===== config.mk =====
export PLATFORM = sky130hd
export DESIGN_NAME = cfs_top
export DESIGN_NICKNAME = d
export VERILOG_FILES = /design/src/logic/cfs_pkg.sv /design/src/logic/cfs_top.sv
export VERILOG_INCLUDE_DIRS = /design/src /design/src/logic
export SDC_FILE = /design/constraint.sdc
export NUM_CORES = 1
export LEC_CHECK = 0
export BUFFER_PORTS_ARGS = -buffer_cell sky130_fd_sc_hd__buf_2
export CORE_UTILIZATION = 58
export CTS_CLUSTER_DIAMETER = 60
export DETAILED_ROUTE_END_ITERATION = 8
export GPL_ROUTABILITY_DRIVEN = 0
export PLACE_DENSITY = 0.79
export SLEW_MARGIN = 20
export SYNTH_ARGS = -nofsm -noshare
export SYNTH_HDL_FRONTEND = slang
export SYNTH_SLANG_ARGS = --single-unit

===== constraint.sdc =====
create_clock -name i_ref_clk -period 6.08 [get_ports i_ref_clk]
set_input_delay 0.304 -clock i_ref_clk [delete_from_list [all_inputs] [get_ports i_ref_clk]]
set_output_delay 0.304 -clock i_ref_clk [all_outputs]
set_load 0.1 [all_outputs]

===== src/logic/cfs_map.svh =====
// How it works
// - Buck peak regulation 20 us sets flag
// - No buck limit flag during start or ramp
// - Boost peak regulation 64 us sets flag
// - Buck under 350 mV at 1 ms: off
// - Buck feedback low 1 ms in run: off
// - Boost below input 1 ms: off
// - Boost at 2.5 V stops switching at once
// - Buck fault sets short, summary, clears running
// - Boost fault sets short, summary, clears running
// - Short flag write-one clear restarts enabled converter
// - Disabled converter high impedance, optional discharge
// - Overvoltage kills all, outputs low, flag, irq
// - Overvoltage clear ignored while present; live bit
// - No enable during overvoltage or its pending flag
// - Overtemperature kills all, flag, irq, standby
// - Overtemperature clear ignored while hot; live bit
// - No enable while hot or flag pending
// - Thermal warning sets flag, irq, live bit
// - Warning mask one keeps irq line quiet
// - Undervoltage: all off, defaults, reset flag
// - Memory single error flagged, double error flagged
// - Negative current clamp raises no interrupt
`ifndef CFS_MAP_SVH
`define CFS_MAP_SVH

// Register word offsets, decoded from address bits 3:2
`define CFS_OFS_CTRL    2'h0
`define CFS_OFS_MASK    2'h1
`define CFS_OFS_FLAGS   2'h2
`define CFS_OFS_STATUS  2'h3

// Reset values
`define CFS_CTRL_RST    15'h0000
`define CFS_MASK_RST    14'h0000
`define CFS_FLAGS_RST   14'h0800

// Timing in ns and conversion, least times round up
`define CFS_CLK_PERIOD_NS    40
`define CFS_T_BUCK_ILIM_NS   20000
`define CFS_T_BOOST_PEAK_LIMIT_SEL_NS  64000
`define CFS_T_OVLD_NS        1000000
`define CFS_CYC(ns) (((ns) + `CFS_CLK_PERIOD_NS - 1) / `CFS_CLK_PERIOD_NS)

`endif


===== src/logic/cfs_pkg.sv =====
package cfs_pkg;

    // Control register layout, msb first
    typedef struct packed {
        logic [1:0]      boost_peak_limit_sel;  // Boost current limit code
        logic [1:0][2:0] buck_peak_limit_sel;   // Buck current limit codes
        logic            thermal_warning_threshold_sel;
        logic            boost_discharge_enable;
        logic [1:0]      buck_discharge_enable;
        logic            boost_en;
        logic [1:0]      buck_en;
    } cfs_ctrl_s;

    // Sticky flags, same layout in the mask register
    typedef struct packed {
        logic       double_error_flag;
        logic       single_error_flag;
        logic       reset_flag;
        logic       thermal_warning_flag;
        logic       thermal_shutdown_flag;
        logic       overvoltage_flag;
        logic       boost_summary_flag;
        logic       buck_summary_flag;
        logic       boost_short_flag;
        logic [1:0] buck_short_flag;
        logic       boost_curlim_flag;
        logic [1:0] buck_curlim_flag;
    } cfs_flags_s;

    // Live status bits
    typedef struct packed {
        logic       standby;
        logic       thermal_warning_live;
        logic       thermal_shutdown_live;
        logic       overvoltage_live;
        logic       boost_running_status;
        logic [1:0] buck_running_status;
        logic       boost_curlim_live;
        logic [1:0] buck_curlim_live;
    } cfs_status_s;

    // Synchronised comparator pins
    typedef struct packed {
        logic       main_supply_low;
        logic [1:0] die_warn_cmp;
        logic       die_over_sd;
        logic       vin_over;
        logic       boost_below_2v5;
        logic       boost_below_vin;
        logic       boost_peak_reg;
        logic [1:0] buck_fb_low;
        logic [1:0] buck_peak_reg;
    } cfs_pins_s;

endpackage : cfs_pkg


===== src/logic/cfs_top.sv =====
`timescale 1ns/10ps
`include "cfs_map.svh"

module cfs_top #(
    parameter int P_OVLD_CYC = `CFS_CYC(`CFS_T_OVLD_NS)  // Overload window in cycles
) (
    // Clock and reset
    input  wire logic        i_ref_clk,
    input  wire logic        i_reset,
    // Avalon-MM slave
    input  wire logic [3:0]  i_avs_address,
    input  wire logic        i_avs_read,
    input  wire logic        i_avs_write,
    input  wire logic [31:0] i_avs_writedata,
    input  wire logic [3:0]  i_avs_byteenable,
    output logic [31:0]      o_avs_readdata,
    output logic             o_avs_waitrequest,
    // Analog comparator pins, asynchronous
    input  wire logic [1:0]  i_buck_peak_reg,
    input  wire logic [1:0]  i_buck_fb_low,
    input  wire logic        i_boost_peak_reg,
    input  wire logic        i_boost_below_vin,
    input  wire logic        i_boost_below_2v5,
    input  wire logic        i_vin_over,
    input  wire logic        i_die_over_sd,
    input  wire logic [1:0]  i_die_warn_cmp,
    input  wire logic        i_main_supply_low,
    // Same-clock inputs from sequencer and memory loader
    input  wire logic [1:0]  i_buck_ramp,
    input  wire logic        i_otp_single_err,
    input  wire logic        i_otp_double_err,
    // Converter control
    output logic [1:0]       o_buck_run,
    output logic [1:0]       o_buck_hiz,
    output logic [1:0]       o_buck_discharge,
    output logic             o_boost_run,
    output logic             o_boost_hiz,
    output logic             o_boost_discharge,
    output logic             o_boost_stop_sw,
    output logic [5:0]       o_buck_peak_limit_sel,
    output logic [1:0]       o_boost_peak_limit_sel,
    // Device state
    output logic             o_gpo_force_low,
    output logic             o_standby,
    output logic             o_irq_line_n
);

    // Cycle counts derived from times
    localparam int BUCK_ILIM_CYC  = `CFS_CYC(`CFS_T_BUCK_ILIM_NS);
    localparam int BOOST_PEAK_LIMIT_SEL_CYC = `CFS_CYC(`CFS_T_BOOST_PEAK_LIMIT_SEL_NS);
    localparam int OW = $clog2(P_OVLD_CYC + 1);      // Overload counter width
    localparam int IW = $clog2(BOOST_PEAK_LIMIT_SEL_CYC + 2);  // Limit counter width
    localparam logic [OW-1:0] OVLD_LAST = OW'(P_OVLD_CYC - 1);
    localparam logic [IW-1:0] BUCK_ILAST = IW'(BUCK_ILIM_CYC - 1);
    localparam logic [IW-1:0] BOOST_ILAST = IW'(BOOST_PEAK_LIMIT_SEL_CYC - 1);

    // Refuse a window the counters cannot time
    if (P_OVLD_CYC < 2) begin : g_bad_ovld
        $error("P_OVLD_CYC must be at least 2");
    end

    // Synchroniser stages
    cfs_pkg::cfs_pins_s pin_meta_q;   // First stage, read only by second
    cfs_pkg::cfs_pins_s pin_q;        // Second stage, safe to use
    logic               uvlo_prev_q;  // Undervoltage of previous cycle

    // Registers
    cfs_pkg::cfs_ctrl_s   ctrl_q;
    cfs_pkg::cfs_flags_s  mask_q;
    cfs_pkg::cfs_flags_s  flags_q;
    cfs_pkg::cfs_flags_s  flags_d;
    cfs_pkg::cfs_flags_s  flag_set;   // Hardware set terms
    cfs_pkg::cfs_flags_s  flag_clr;   // Software clear terms
    cfs_pkg::cfs_status_s status;

    // Bus slave state
    logic [31:0] rdata_q;
    logic        wait_q;
    logic [31:0] wmask;
    logic        bus_req;
    logic        wr_take;             // Write takes effect this edge
    logic [1:0]  reg_sel;
    logic        reg_hit;

    // Converter state
    logic [1:0]          buck_run_q;
    logic [1:0]          buck_start_q;   // In start-up window
    logic [1:0][OW-1:0]  buck_ovl_q;
    logic [1:0][IW-1:0]  buck_ilim_q;
    logic [1:0]          buck_ok;
    logic [1:0]          buck_fault;
    logic [1:0]          buck_ilim_hit;
    logic                boost_run_q;
    logic                boost_start_q;
    logic [OW-1:0]       boost_ovl_q;
    logic [IW-1:0]       boost_peak_limit_sel_q;
    logic                boost_ok;
    logic                boost_fault;
    logic                boost_peak_limit_sel_hit;
    logic                warn_prev_q;
    logic                warn_live;
    logic                block_all;      // Global enable veto
    logic                uvlo;

    // Two-flop synchroniser for every comparator pin
    always_ff @(posedge i_ref_clk or posedge i_reset) begin
        if (i_reset) begin
            pin_meta_q <= '0;
            pin_q      <= '0;
        end else begin
            pin_meta_q <= {i_main_supply_low, i_die_warn_cmp, i_die_over_sd, i_vin_over,
                           i_boost_below_2v5, i_boost_below_vin, i_boost_peak_reg,
                           i_buck_fb_low, i_buck_peak_reg};
            pin_q      <= pin_meta_q;
        end
    end

    assign uvlo      = pin_q.main_supply_low;
    // Warning comparator chosen by threshold select
    assign warn_live = ctrl_q.thermal_warning_threshold_sel ? pin_q.die_warn_cmp[1]
                                                            : pin_q.die_warn_cmp[0];
    // Enable veto from live faults or pending flags
    assign block_all = uvlo
                     | pin_q.vin_over | flags_q.overvoltage_flag
                     | pin_q.die_over_sd | flags_q.thermal_shutdown_flag;

    // Bus decode and byte lanes
    assign bus_req = i_avs_read | i_avs_write;
    assign reg_sel = i_avs_address[3:2];
    assign reg_hit = (i_avs_address[1:0] == 2'h0);
    assign wr_take = i_avs_write & ~wait_q & reg_hit;
    assign wmask   = {{8{i_avs_byteenable[3]}}, {8{i_avs_byteenable[2]}},
                      {8{i_avs_byteenable[1]}}, {8{i_avs_byteenable[0]}}};

    // Waitrequest: one wait cycle, then the answer cycle
    always_ff @(posedge i_ref_clk or posedge i_reset) begin
        if (i_reset) begin
            wait_q <= 1'b1;
        end else if (bus_req && wait_q) begin
            wait_q <= 1'b0;
        end else begin
            wait_q <= 1'b1;
        end
    end

    // Read data captured while waitrequest is high
    always_ff @(posedge i_ref_clk or posedge i_reset) begin
        if (i_reset) begin
            rdata_q <= '0;
        end else if (i_avs_read && wait_q) begin
            if (!reg_hit) begin
                rdata_q <= '0;                  // Unaligned reads as zero
            end else begin
                case (reg_sel)
                    `CFS_OFS_CTRL:   rdata_q <= 32'(ctrl_q);
                    `CFS_OFS_MASK:   rdata_q <= 32'(mask_q);
                    `CFS_OFS_FLAGS:  rdata_q <= 32'(flags_q);
                    `CFS_OFS_STATUS: rdata_q <= 32'(status);
                    default:         rdata_q <= '0;
                endcase
            end
        end
    end

    // Control register, back to defaults in undervoltage
    always_ff @(posedge i_ref_clk or posedge i_reset) begin
        if (i_reset) begin
            ctrl_q <= `CFS_CTRL_RST;
        end else if (uvlo) begin
            ctrl_q <= `CFS_CTRL_RST;
        end else if (wr_take && reg_sel == `CFS_OFS_CTRL) begin
            ctrl_q <= 15'((32'(ctrl_q) & ~wmask) | (i_avs_writedata & wmask));
        end
    end

    // Mask register
    always_ff @(posedge i_ref_clk or posedge i_reset) begin
        if (i_reset) begin
            mask_q <= `CFS_MASK_RST;
        end else if (uvlo) begin
            mask_q <= `CFS_MASK_RST;
        end else if (wr_take && reg_sel == `CFS_OFS_MASK) begin
            mask_q <= 14'((32'(mask_q) & ~wmask) | (i_avs_writedata & wmask));
        end
    end

    // Buck supervision, one copy per converter
    for (genvar b = 0; b < 2; b++) begin : g_buck
        // Allowed to run: enabled, no veto, no pending short
        assign buck_ok[b] = ctrl_q.buck_en[b] & ~block_all
                          & ~flags_q.buck_short_flag[b];
        // Low output at end of start-up, or low for the whole window after
        assign buck_fault[b] = buck_run_q[b] & pin_q.buck_fb_low[b]
                             & (buck_ovl_q[b] == OVLD_LAST);
        // Limit timing ends exactly once per episode
        assign buck_ilim_hit[b] = buck_run_q[b] & pin_q.buck_peak_reg[b]
                                & (buck_ilim_q[b] == BUCK_ILAST);

        // Running state
        always_ff @(posedge i_ref_clk or posedge i_reset) begin
            if (i_reset) begin
                buck_run_q[b] <= 1'b0;
            end else begin
                buck_run_q[b] <= buck_ok[b] & ~buck_fault[b];
            end
        end

        // Start-up window and overload counter
        always_ff @(posedge i_ref_clk or posedge i_reset) begin
            if (i_reset) begin
                buck_start_q[b] <= 1'b1;
                buck_ovl_q[b]   <= '0;
            end else if (!buck_run_q[b]) begin
                buck_start_q[b] <= 1'b1;      // Restart arms a new start-up
                buck_ovl_q[b]   <= '0;
            end else if (buck_start_q[b]) begin
                if (buck_ovl_q[b] == OVLD_LAST) begin
                    buck_start_q[b] <= 1'b0;
                    buck_ovl_q[b]   <= '0;
                end else begin
                    buck_ovl_q[b] <= buck_ovl_q[b] + 1'b1;
                end
            end else if (pin_q.buck_fb_low[b]) begin
                if (buck_ovl_q[b] != OVLD_LAST) begin
                    buck_ovl_q[b] <= buck_ovl_q[b] + 1'b1;
                end
            end else begin
                buck_ovl_q[b] <= '0;          // Low level must be continuous
            end
        end

        // Peak regulation persistence, quiet during start or ramp
        always_ff @(posedge i_ref_clk or posedge i_reset) begin
            if (i_reset) begin
                buck_ilim_q[b] <= '0;
            end else if (!buck_run_q[b] || buck_start_q[b] || i_buck_ramp[b]
                         || !pin_q.buck_peak_reg[b]) begin
                buck_ilim_q[b] <= '0;
            end else if (buck_ilim_q[b] != BUCK_ILAST + 1'b1) begin
                buck_ilim_q[b] <= buck_ilim_q[b] + 1'b1;
            end
        end
    end

    // Boost allowed to run
    assign boost_ok = ctrl_q.boost_en & ~block_all & ~flags_q.boost_short_flag;
    // Below input at end of start-up, or for a whole window after
    assign boost_fault = boost_run_q & pin_q.boost_below_vin
                       & (boost_ovl_q == OVLD_LAST);
    assign boost_peak_limit_sel_hit = boost_run_q & pin_q.boost_peak_reg
                          & (boost_peak_limit_sel_q == BOOST_ILAST);

    // Boost running state
    always_ff @(posedge i_ref_clk or posedge i_reset) begin
        if (i_reset) begin
            boost_run_q <= 1'b0;
        end else begin
            boost_run_q <= boost_ok & ~boost_fault;
        end
    end

    // Boost start-up window and overload counter
    always_ff @(posedge i_ref_clk or posedge i_reset) begin
        if (i_reset) begin
            boost_start_q <= 1'b1;
            boost_ovl_q   <= '0;
        end else if (!boost_run_q) begin
            boost_start_q <= 1'b1;
            boost_ovl_q   <= '0;
        end else if (boost_start_q) begin
            if (boost_ovl_q == OVLD_LAST) begin
                boost_start_q <= 1'b0;
                boost_ovl_q   <= '0;
            end else begin
                boost_ovl_q <= boost_ovl_q + 1'b1;
            end
        end else if (pin_q.boost_below_vin) begin
            if (boost_ovl_q != OVLD_LAST) begin
                boost_ovl_q <= boost_ovl_q + 1'b1;
            end
        end else begin
            boost_ovl_q <= '0;
        end
    end

    // Boost peak regulation persistence
    always_ff @(posedge i_ref_clk or posedge i_reset) begin
        if (i_reset) begin
            boost_peak_limit_sel_q <= '0;
        end else if (!boost_run_q || !pin_q.boost_peak_reg) begin
            boost_peak_limit_sel_q <= '0;
        end else if (boost_peak_limit_sel_q != BOOST_ILAST + 1'b1) begin
            boost_peak_limit_sel_q <= boost_peak_limit_sel_q + 1'b1;
        end
    end

    // Previous warning and supply levels for edge detection
    always_ff @(posedge i_ref_clk or posedge i_reset) begin
        if (i_reset) begin
            warn_prev_q <= 1'b0;
            uvlo_prev_q <= 1'b0;
        end else begin
            warn_prev_q <= warn_live;
            uvlo_prev_q <= uvlo;
        end
    end

    // Hardware set terms; negative current clamp has no flag at all
    always_comb begin
        flag_set                       = '0;
        flag_set.buck_curlim_flag      = buck_ilim_hit;
        flag_set.boost_curlim_flag     = boost_peak_limit_sel_hit;
        flag_set.buck_short_flag       = buck_fault;
        flag_set.buck_summary_flag     = |buck_fault;
        flag_set.boost_short_flag      = boost_fault;
        flag_set.boost_summary_flag    = boost_fault;
        flag_set.overvoltage_flag      = pin_q.vin_over;
        flag_set.thermal_shutdown_flag = pin_q.die_over_sd;
        flag_set.thermal_warning_flag  = warn_live & ~warn_prev_q;
        flag_set.reset_flag            = uvlo_prev_q & ~uvlo
                                       & ~mask_q.reset_flag;
        flag_set.single_error_flag     = i_otp_single_err;
        flag_set.double_error_flag     = i_otp_double_err;
    end

    // Write-one clear terms, only at the accepting edge
    always_comb begin
        flag_clr = '0;
        if (wr_take && reg_sel == `CFS_OFS_FLAGS) begin
            flag_clr = 14'(i_avs_writedata & wmask);
        end
    end

    // Set wins over clear; a live fault keeps its flag set
    assign flags_d = (flags_q & ~flag_clr) | flag_set;

    // Flag register, wiped in undervoltage including the reset flag
    always_ff @(posedge i_ref_clk or posedge i_reset) begin
        if (i_reset) begin
            flags_q <= `CFS_FLAGS_RST;
        end else if (uvlo) begin
            flags_q <= `CFS_FLAGS_RST & ~`CFS_MASK_RST & 14'h0000;
        end else begin
            flags_q <= flags_d;
        end
    end

    // Live status view
    always_comb begin
        status                       = '0;
        status.buck_curlim_live      = pin_q.buck_peak_reg & buck_run_q;
        status.boost_curlim_live     = pin_q.boost_peak_reg & boost_run_q;
        status.buck_running_status   = buck_run_q;
        status.boost_running_status  = boost_run_q;
        status.overvoltage_live      = pin_q.vin_over;
        status.thermal_shutdown_live = pin_q.die_over_sd;
        status.thermal_warning_live  = warn_live;
        status.standby               = ~(|buck_run_q | boost_run_q);
    end

    // Registered pin outputs
    always_ff @(posedge i_ref_clk or posedge i_reset) begin
        if (i_reset) begin
            o_buck_run             <= '0;
            o_buck_hiz             <= 2'h3;
            o_buck_discharge       <= '0;
            o_boost_run            <= 1'b0;
            o_boost_hiz            <= 1'b1;
            o_boost_discharge      <= 1'b0;
            o_boost_stop_sw        <= 1'b0;
            o_buck_peak_limit_sel  <= '0;
            o_boost_peak_limit_sel <= '0;
            o_gpo_force_low        <= 1'b0;
            o_standby              <= 1'b1;
            o_irq_line_n           <= 1'b1;
        end else begin
            o_buck_run        <= buck_run_q;
            o_buck_hiz        <= ~buck_run_q;
            o_buck_discharge  <= ~buck_run_q & ctrl_q.buck_discharge_enable;
            o_boost_run       <= boost_run_q;
            o_boost_hiz       <= ~boost_run_q;
            o_boost_discharge <= ~boost_run_q & ctrl_q.boost_discharge_enable;
            o_boost_stop_sw   <= boost_run_q & pin_q.boost_below_2v5;
            o_buck_peak_limit_sel  <= ctrl_q.buck_peak_limit_sel;
            o_boost_peak_limit_sel <= ctrl_q.boost_peak_limit_sel;
            o_gpo_force_low   <= pin_q.vin_over | flags_q.overvoltage_flag;
            o_standby         <= status.standby;
            o_irq_line_n      <= ~|(flags_q & ~mask_q);
        end
    end

    // Bus outputs straight from flops
    assign o_avs_readdata    = rdata_q;
    assign o_avs_waitrequest = wait_q;

endmodule : cfs_top


==> flow_metrics.env <==
export IMPL_post_cts_buffers=0
export IMPL_finalSetupTns_ns=0
export IMPL_cts_htree_levels=4
export IMPL_worstSetupStartpointType="register"
export IMPL_design_portCount=114
export IMPL_io_buffers=77
export IMPL_met3_usage=0.07472
export IMPL_placementRows=43
export IMPL_synthesis_area_per_instance_um2=10.74
export IMPL_clk_latency_ns=0.44
export IMPL_cts_root_buffer_cell="clkbuf_16"
export IMPL_crit_required_ns=6.39
export IMPL_first_global_vias=6190
export IMPL_final_setup_skew_ns=0.008728
export IMPL_type_of_the_tightest_min_delay_check="input port to async pin"
export IMPL_overall_overflow_remaining_after_global_route=0
export IMPL_power_density_mw_per_mm2=271.6
export IMPL_finish_instance_area_mm2=0.009802
export IMPL_areaGrowthSynthToFinish_pct=14.75
export IMPL_grtUsageTotal=0.2535
export IMPL_clk_transition_reported_paths_ns=0.07
export IMPL_worst_ep_arrival_time_ns=2.81
export IMPL_routed_wire_length_per_instance_um=16.88
export IMPL_post_synth_instance_area_mm2=0.008542
export IMPL_detailroute_via_count=6241
export IMPL_design_core_area_mm2=0.01410
export IMPL_syn_instance_count=795
export IMPL_drt_first_iter_violations=482
export IMPL_antenna_violating_nets_post_route=0
export IMPL_synth_top_cell_area_share=0.5273
export IMPL_yosys_cell_types_count=53
export IMPL_post_route_period_util=0.4113
export IMPL_ys_dominant_reg_cell="dfrtp_1"
export IMPL_vertical_die_dimension_um=123.4
export IMPL_drc=0
export IMPL_layout_nets=948
export IMPL_critical_path_max_fanout=7
export IMPL_grt_busiest_layer="met2"
export IMPL_synth_async_sr_flop_share=1.000
export IMPL_postCtsResizedCells=0
export IMPL_max_cap_violations=0
export IMPL_finalHoldViolCount=0
export IMPL_synthMostInstantiatedCell="dfrtp_1"
export IMPL_synth_top_cell_by_area="dfrtp_1"
export IMPL_final_max_slew_viol_count=0
export IMPL_timing_slew_headroom=0.2400
export IMPL_grt_pass1_wl_mm=29.44
export IMPL_firstDrtPassIters=5
export IMPL_fp_dieArea_mm2=0.01522
export IMPL_timing_final_setup_violations=0
export IMPL_setup_repair_after_global_routing_missed_its_margin="false"
export IMPL_worstSetupPathType="register to register"
export IMPL_ys_top_cells_by_area="dfrtp_1 53%, nor2_1 5.2%, mux2i_1 4.3%"
export IMPL_tightest_slew_ns=1.134
export IMPL_cts_bufs_inserted=17
export IMPL_power_leakage_uw=0.004221
export IMPL_final_period_minus_worst_setup_slack_ns=2.501
export IMPL_fmaxAchievable_ghz=0.3999
export IMPL_final_core_util=0.6954
export IMPL_netlist_top_cells_count="180 x dfrtp_1, 119 x nor2_1, 53 x nand2_1, 39 x xnor2_1, 37 x mux2i_1"
export IMPL_cts_tree="yes"
export IMPL_fraction_of_layout_instances_using_a_drive_strength_above_1=0.1693
export IMPL_regToRegStartpoint="o_avs_waitrequest$_DFF_PP1_"
export IMPL_floorplan_initialDensity=0.6060
export IMPL_met2_resource_use_gr=0.4176
export IMPL_crit_path_end_kind="register"
export IMPL_met1_grt_util=0.3208
export IMPL_cts_sinks=190
export IMPL_synth_warning_count=0
export IMPL_routed_via_density=5.822
export IMPL_antenna_fix_cells=0
export IMPL_antenna_violations_before_repair=0
export IMPL_status="complete, no violations"
export IMPL_post_dp_cell_area_mm2=0.009046
export IMPL_yosysSeqAreaShare=0.5581
export IMPL_detailed_place_hpwl_mm=11.99
export IMPL_clk_path_buf_depth=2
export IMPL_ys_seq_elements=190
export IMPL_fillCellCount=987
export IMPL_grt_start_max_net_pins=119
export IMPL_cts_hold_repair_buffers=12
export IMPL_die_x_um=123.4
export IMPL_detail_route_wirelength_mm=18.10
export IMPL_worst_ir_drop_vdd_mv=0.2160
export IMPL_worst_r2r_endpoint="ctrl_q[9]$_DFFE_PP0P_"
export IMPL_ff2ff_path_depth=4
export IMPL_post_synth_edffs=0
export IMPL_r2r_setup_slack_ns=3.58
## worst max-delay path: stages, from the launching register on
cell     delay, ns
dfstp_2       0.40
or4b_1        0.64
nor4b_2       0.97
mux2i_1       0.30
nor2_1        0.06
## kinds of logic after synthesis
kind of cell    Yosys count  share of synthesized area
compound gates           66                    0.04951
xor+xnor                 56                    0.05742
fa+ha+maj                 9                    0.01318
buf+inv                  80                    0.04350
flops                   190                     0.5581
mux                      47                    0.06972
other cells               1                  0.0004390
simple gates            346                     0.2081
## power by group
group | total (µW) | switching [µW] | internal (µW)
logic | 170 | 137 | 32.5
clock network | 1200 | 529 | 672
registers | 1290 | 10.9 | 1280
## layout make-up
type                            instances  area, µm²  area share
Clock inverter                         15      210.2     0.02145
Tap cell                              180      225.2     0.02298
Multi-Input combinational cell        541       3496      0.3567
Timing Repair Buffer                   93      535.5     0.05463
Clock buffer                           17      425.4     0.04340
Inverter                               36      142.6     0.01455
Sequential cell                       190       4767      0.4863
## worst max path at each step
stage	end	cells past startpoint	startpoint
finish	ctrl_q[9]$_DFFE_PP0P_	4	o_avs_waitrequest$_DFF_PP1_
global route	ctrl_q[9]$_DFFE_PP0P_	4	o_avs_waitrequest$_DFF_PP1_
CTS	ctrl_q[9]$_DFFE_PP0P_	4	o_avs_waitrequest$_DFF_PP1_
detailed placement	ctrl_q[14]$_DFFE_PP0P_	5	i_avs_address[1]
global placement	ctrl_q[10]$_DFFE_PP0P_	5	i_avs_address[1]
floorplan	boost_ovl_q[0]$_DFFE_PP0P_	1	i_reset
## cells in the final DEF, fill, tap and decap left out, drive strengths merged, types with 22 or more instances in the layout
cell   instances
dfrtp        180
a21oi         22
xnor2         39
nand4         22
nand2         53
nand3         35
buf           81
nor2         119
inv           48
mux2i         37
nor3          29
## flip-flops by register name, summed over array words and instances, names as in the netlist, 6 cells and up
name / cells
boost_ovl_q: 15
boost_peak_limit_sel_q: 11
buck_ilim_q: 22
buck_ovl_q: 30
ctrl_q: 15
flags_q: 14
mask_q: 14
o_avs_readdata: 15
o_buck_peak_limit_sel: 6
pin_meta_q: 12
pin_q: 9
## per-stage QoR
stage               hold slack (ns)  setup slack [ns]  cells  power, µW
global placement             0.3331             3.545   1028       1477
global route                0.05192             3.490   1072       2737
CTS                         0.03787             3.601   1072       2672
finish                      0.01179             3.579   1072       2662
detailed placement           0.3355             3.510   1028       1480
floorplan                    0.3312            0.6221    811       1446
## layer usage
layer / vias to the layer above / part of all wire
li1: 2893 / -
met1: 3100 / 0.41
met2: 218 / 0.50
met3: 30 / 0.070
met4: 0 / 0.016
met5: - / 0
No activity file was read; power rests on OpenSTA's default activity.
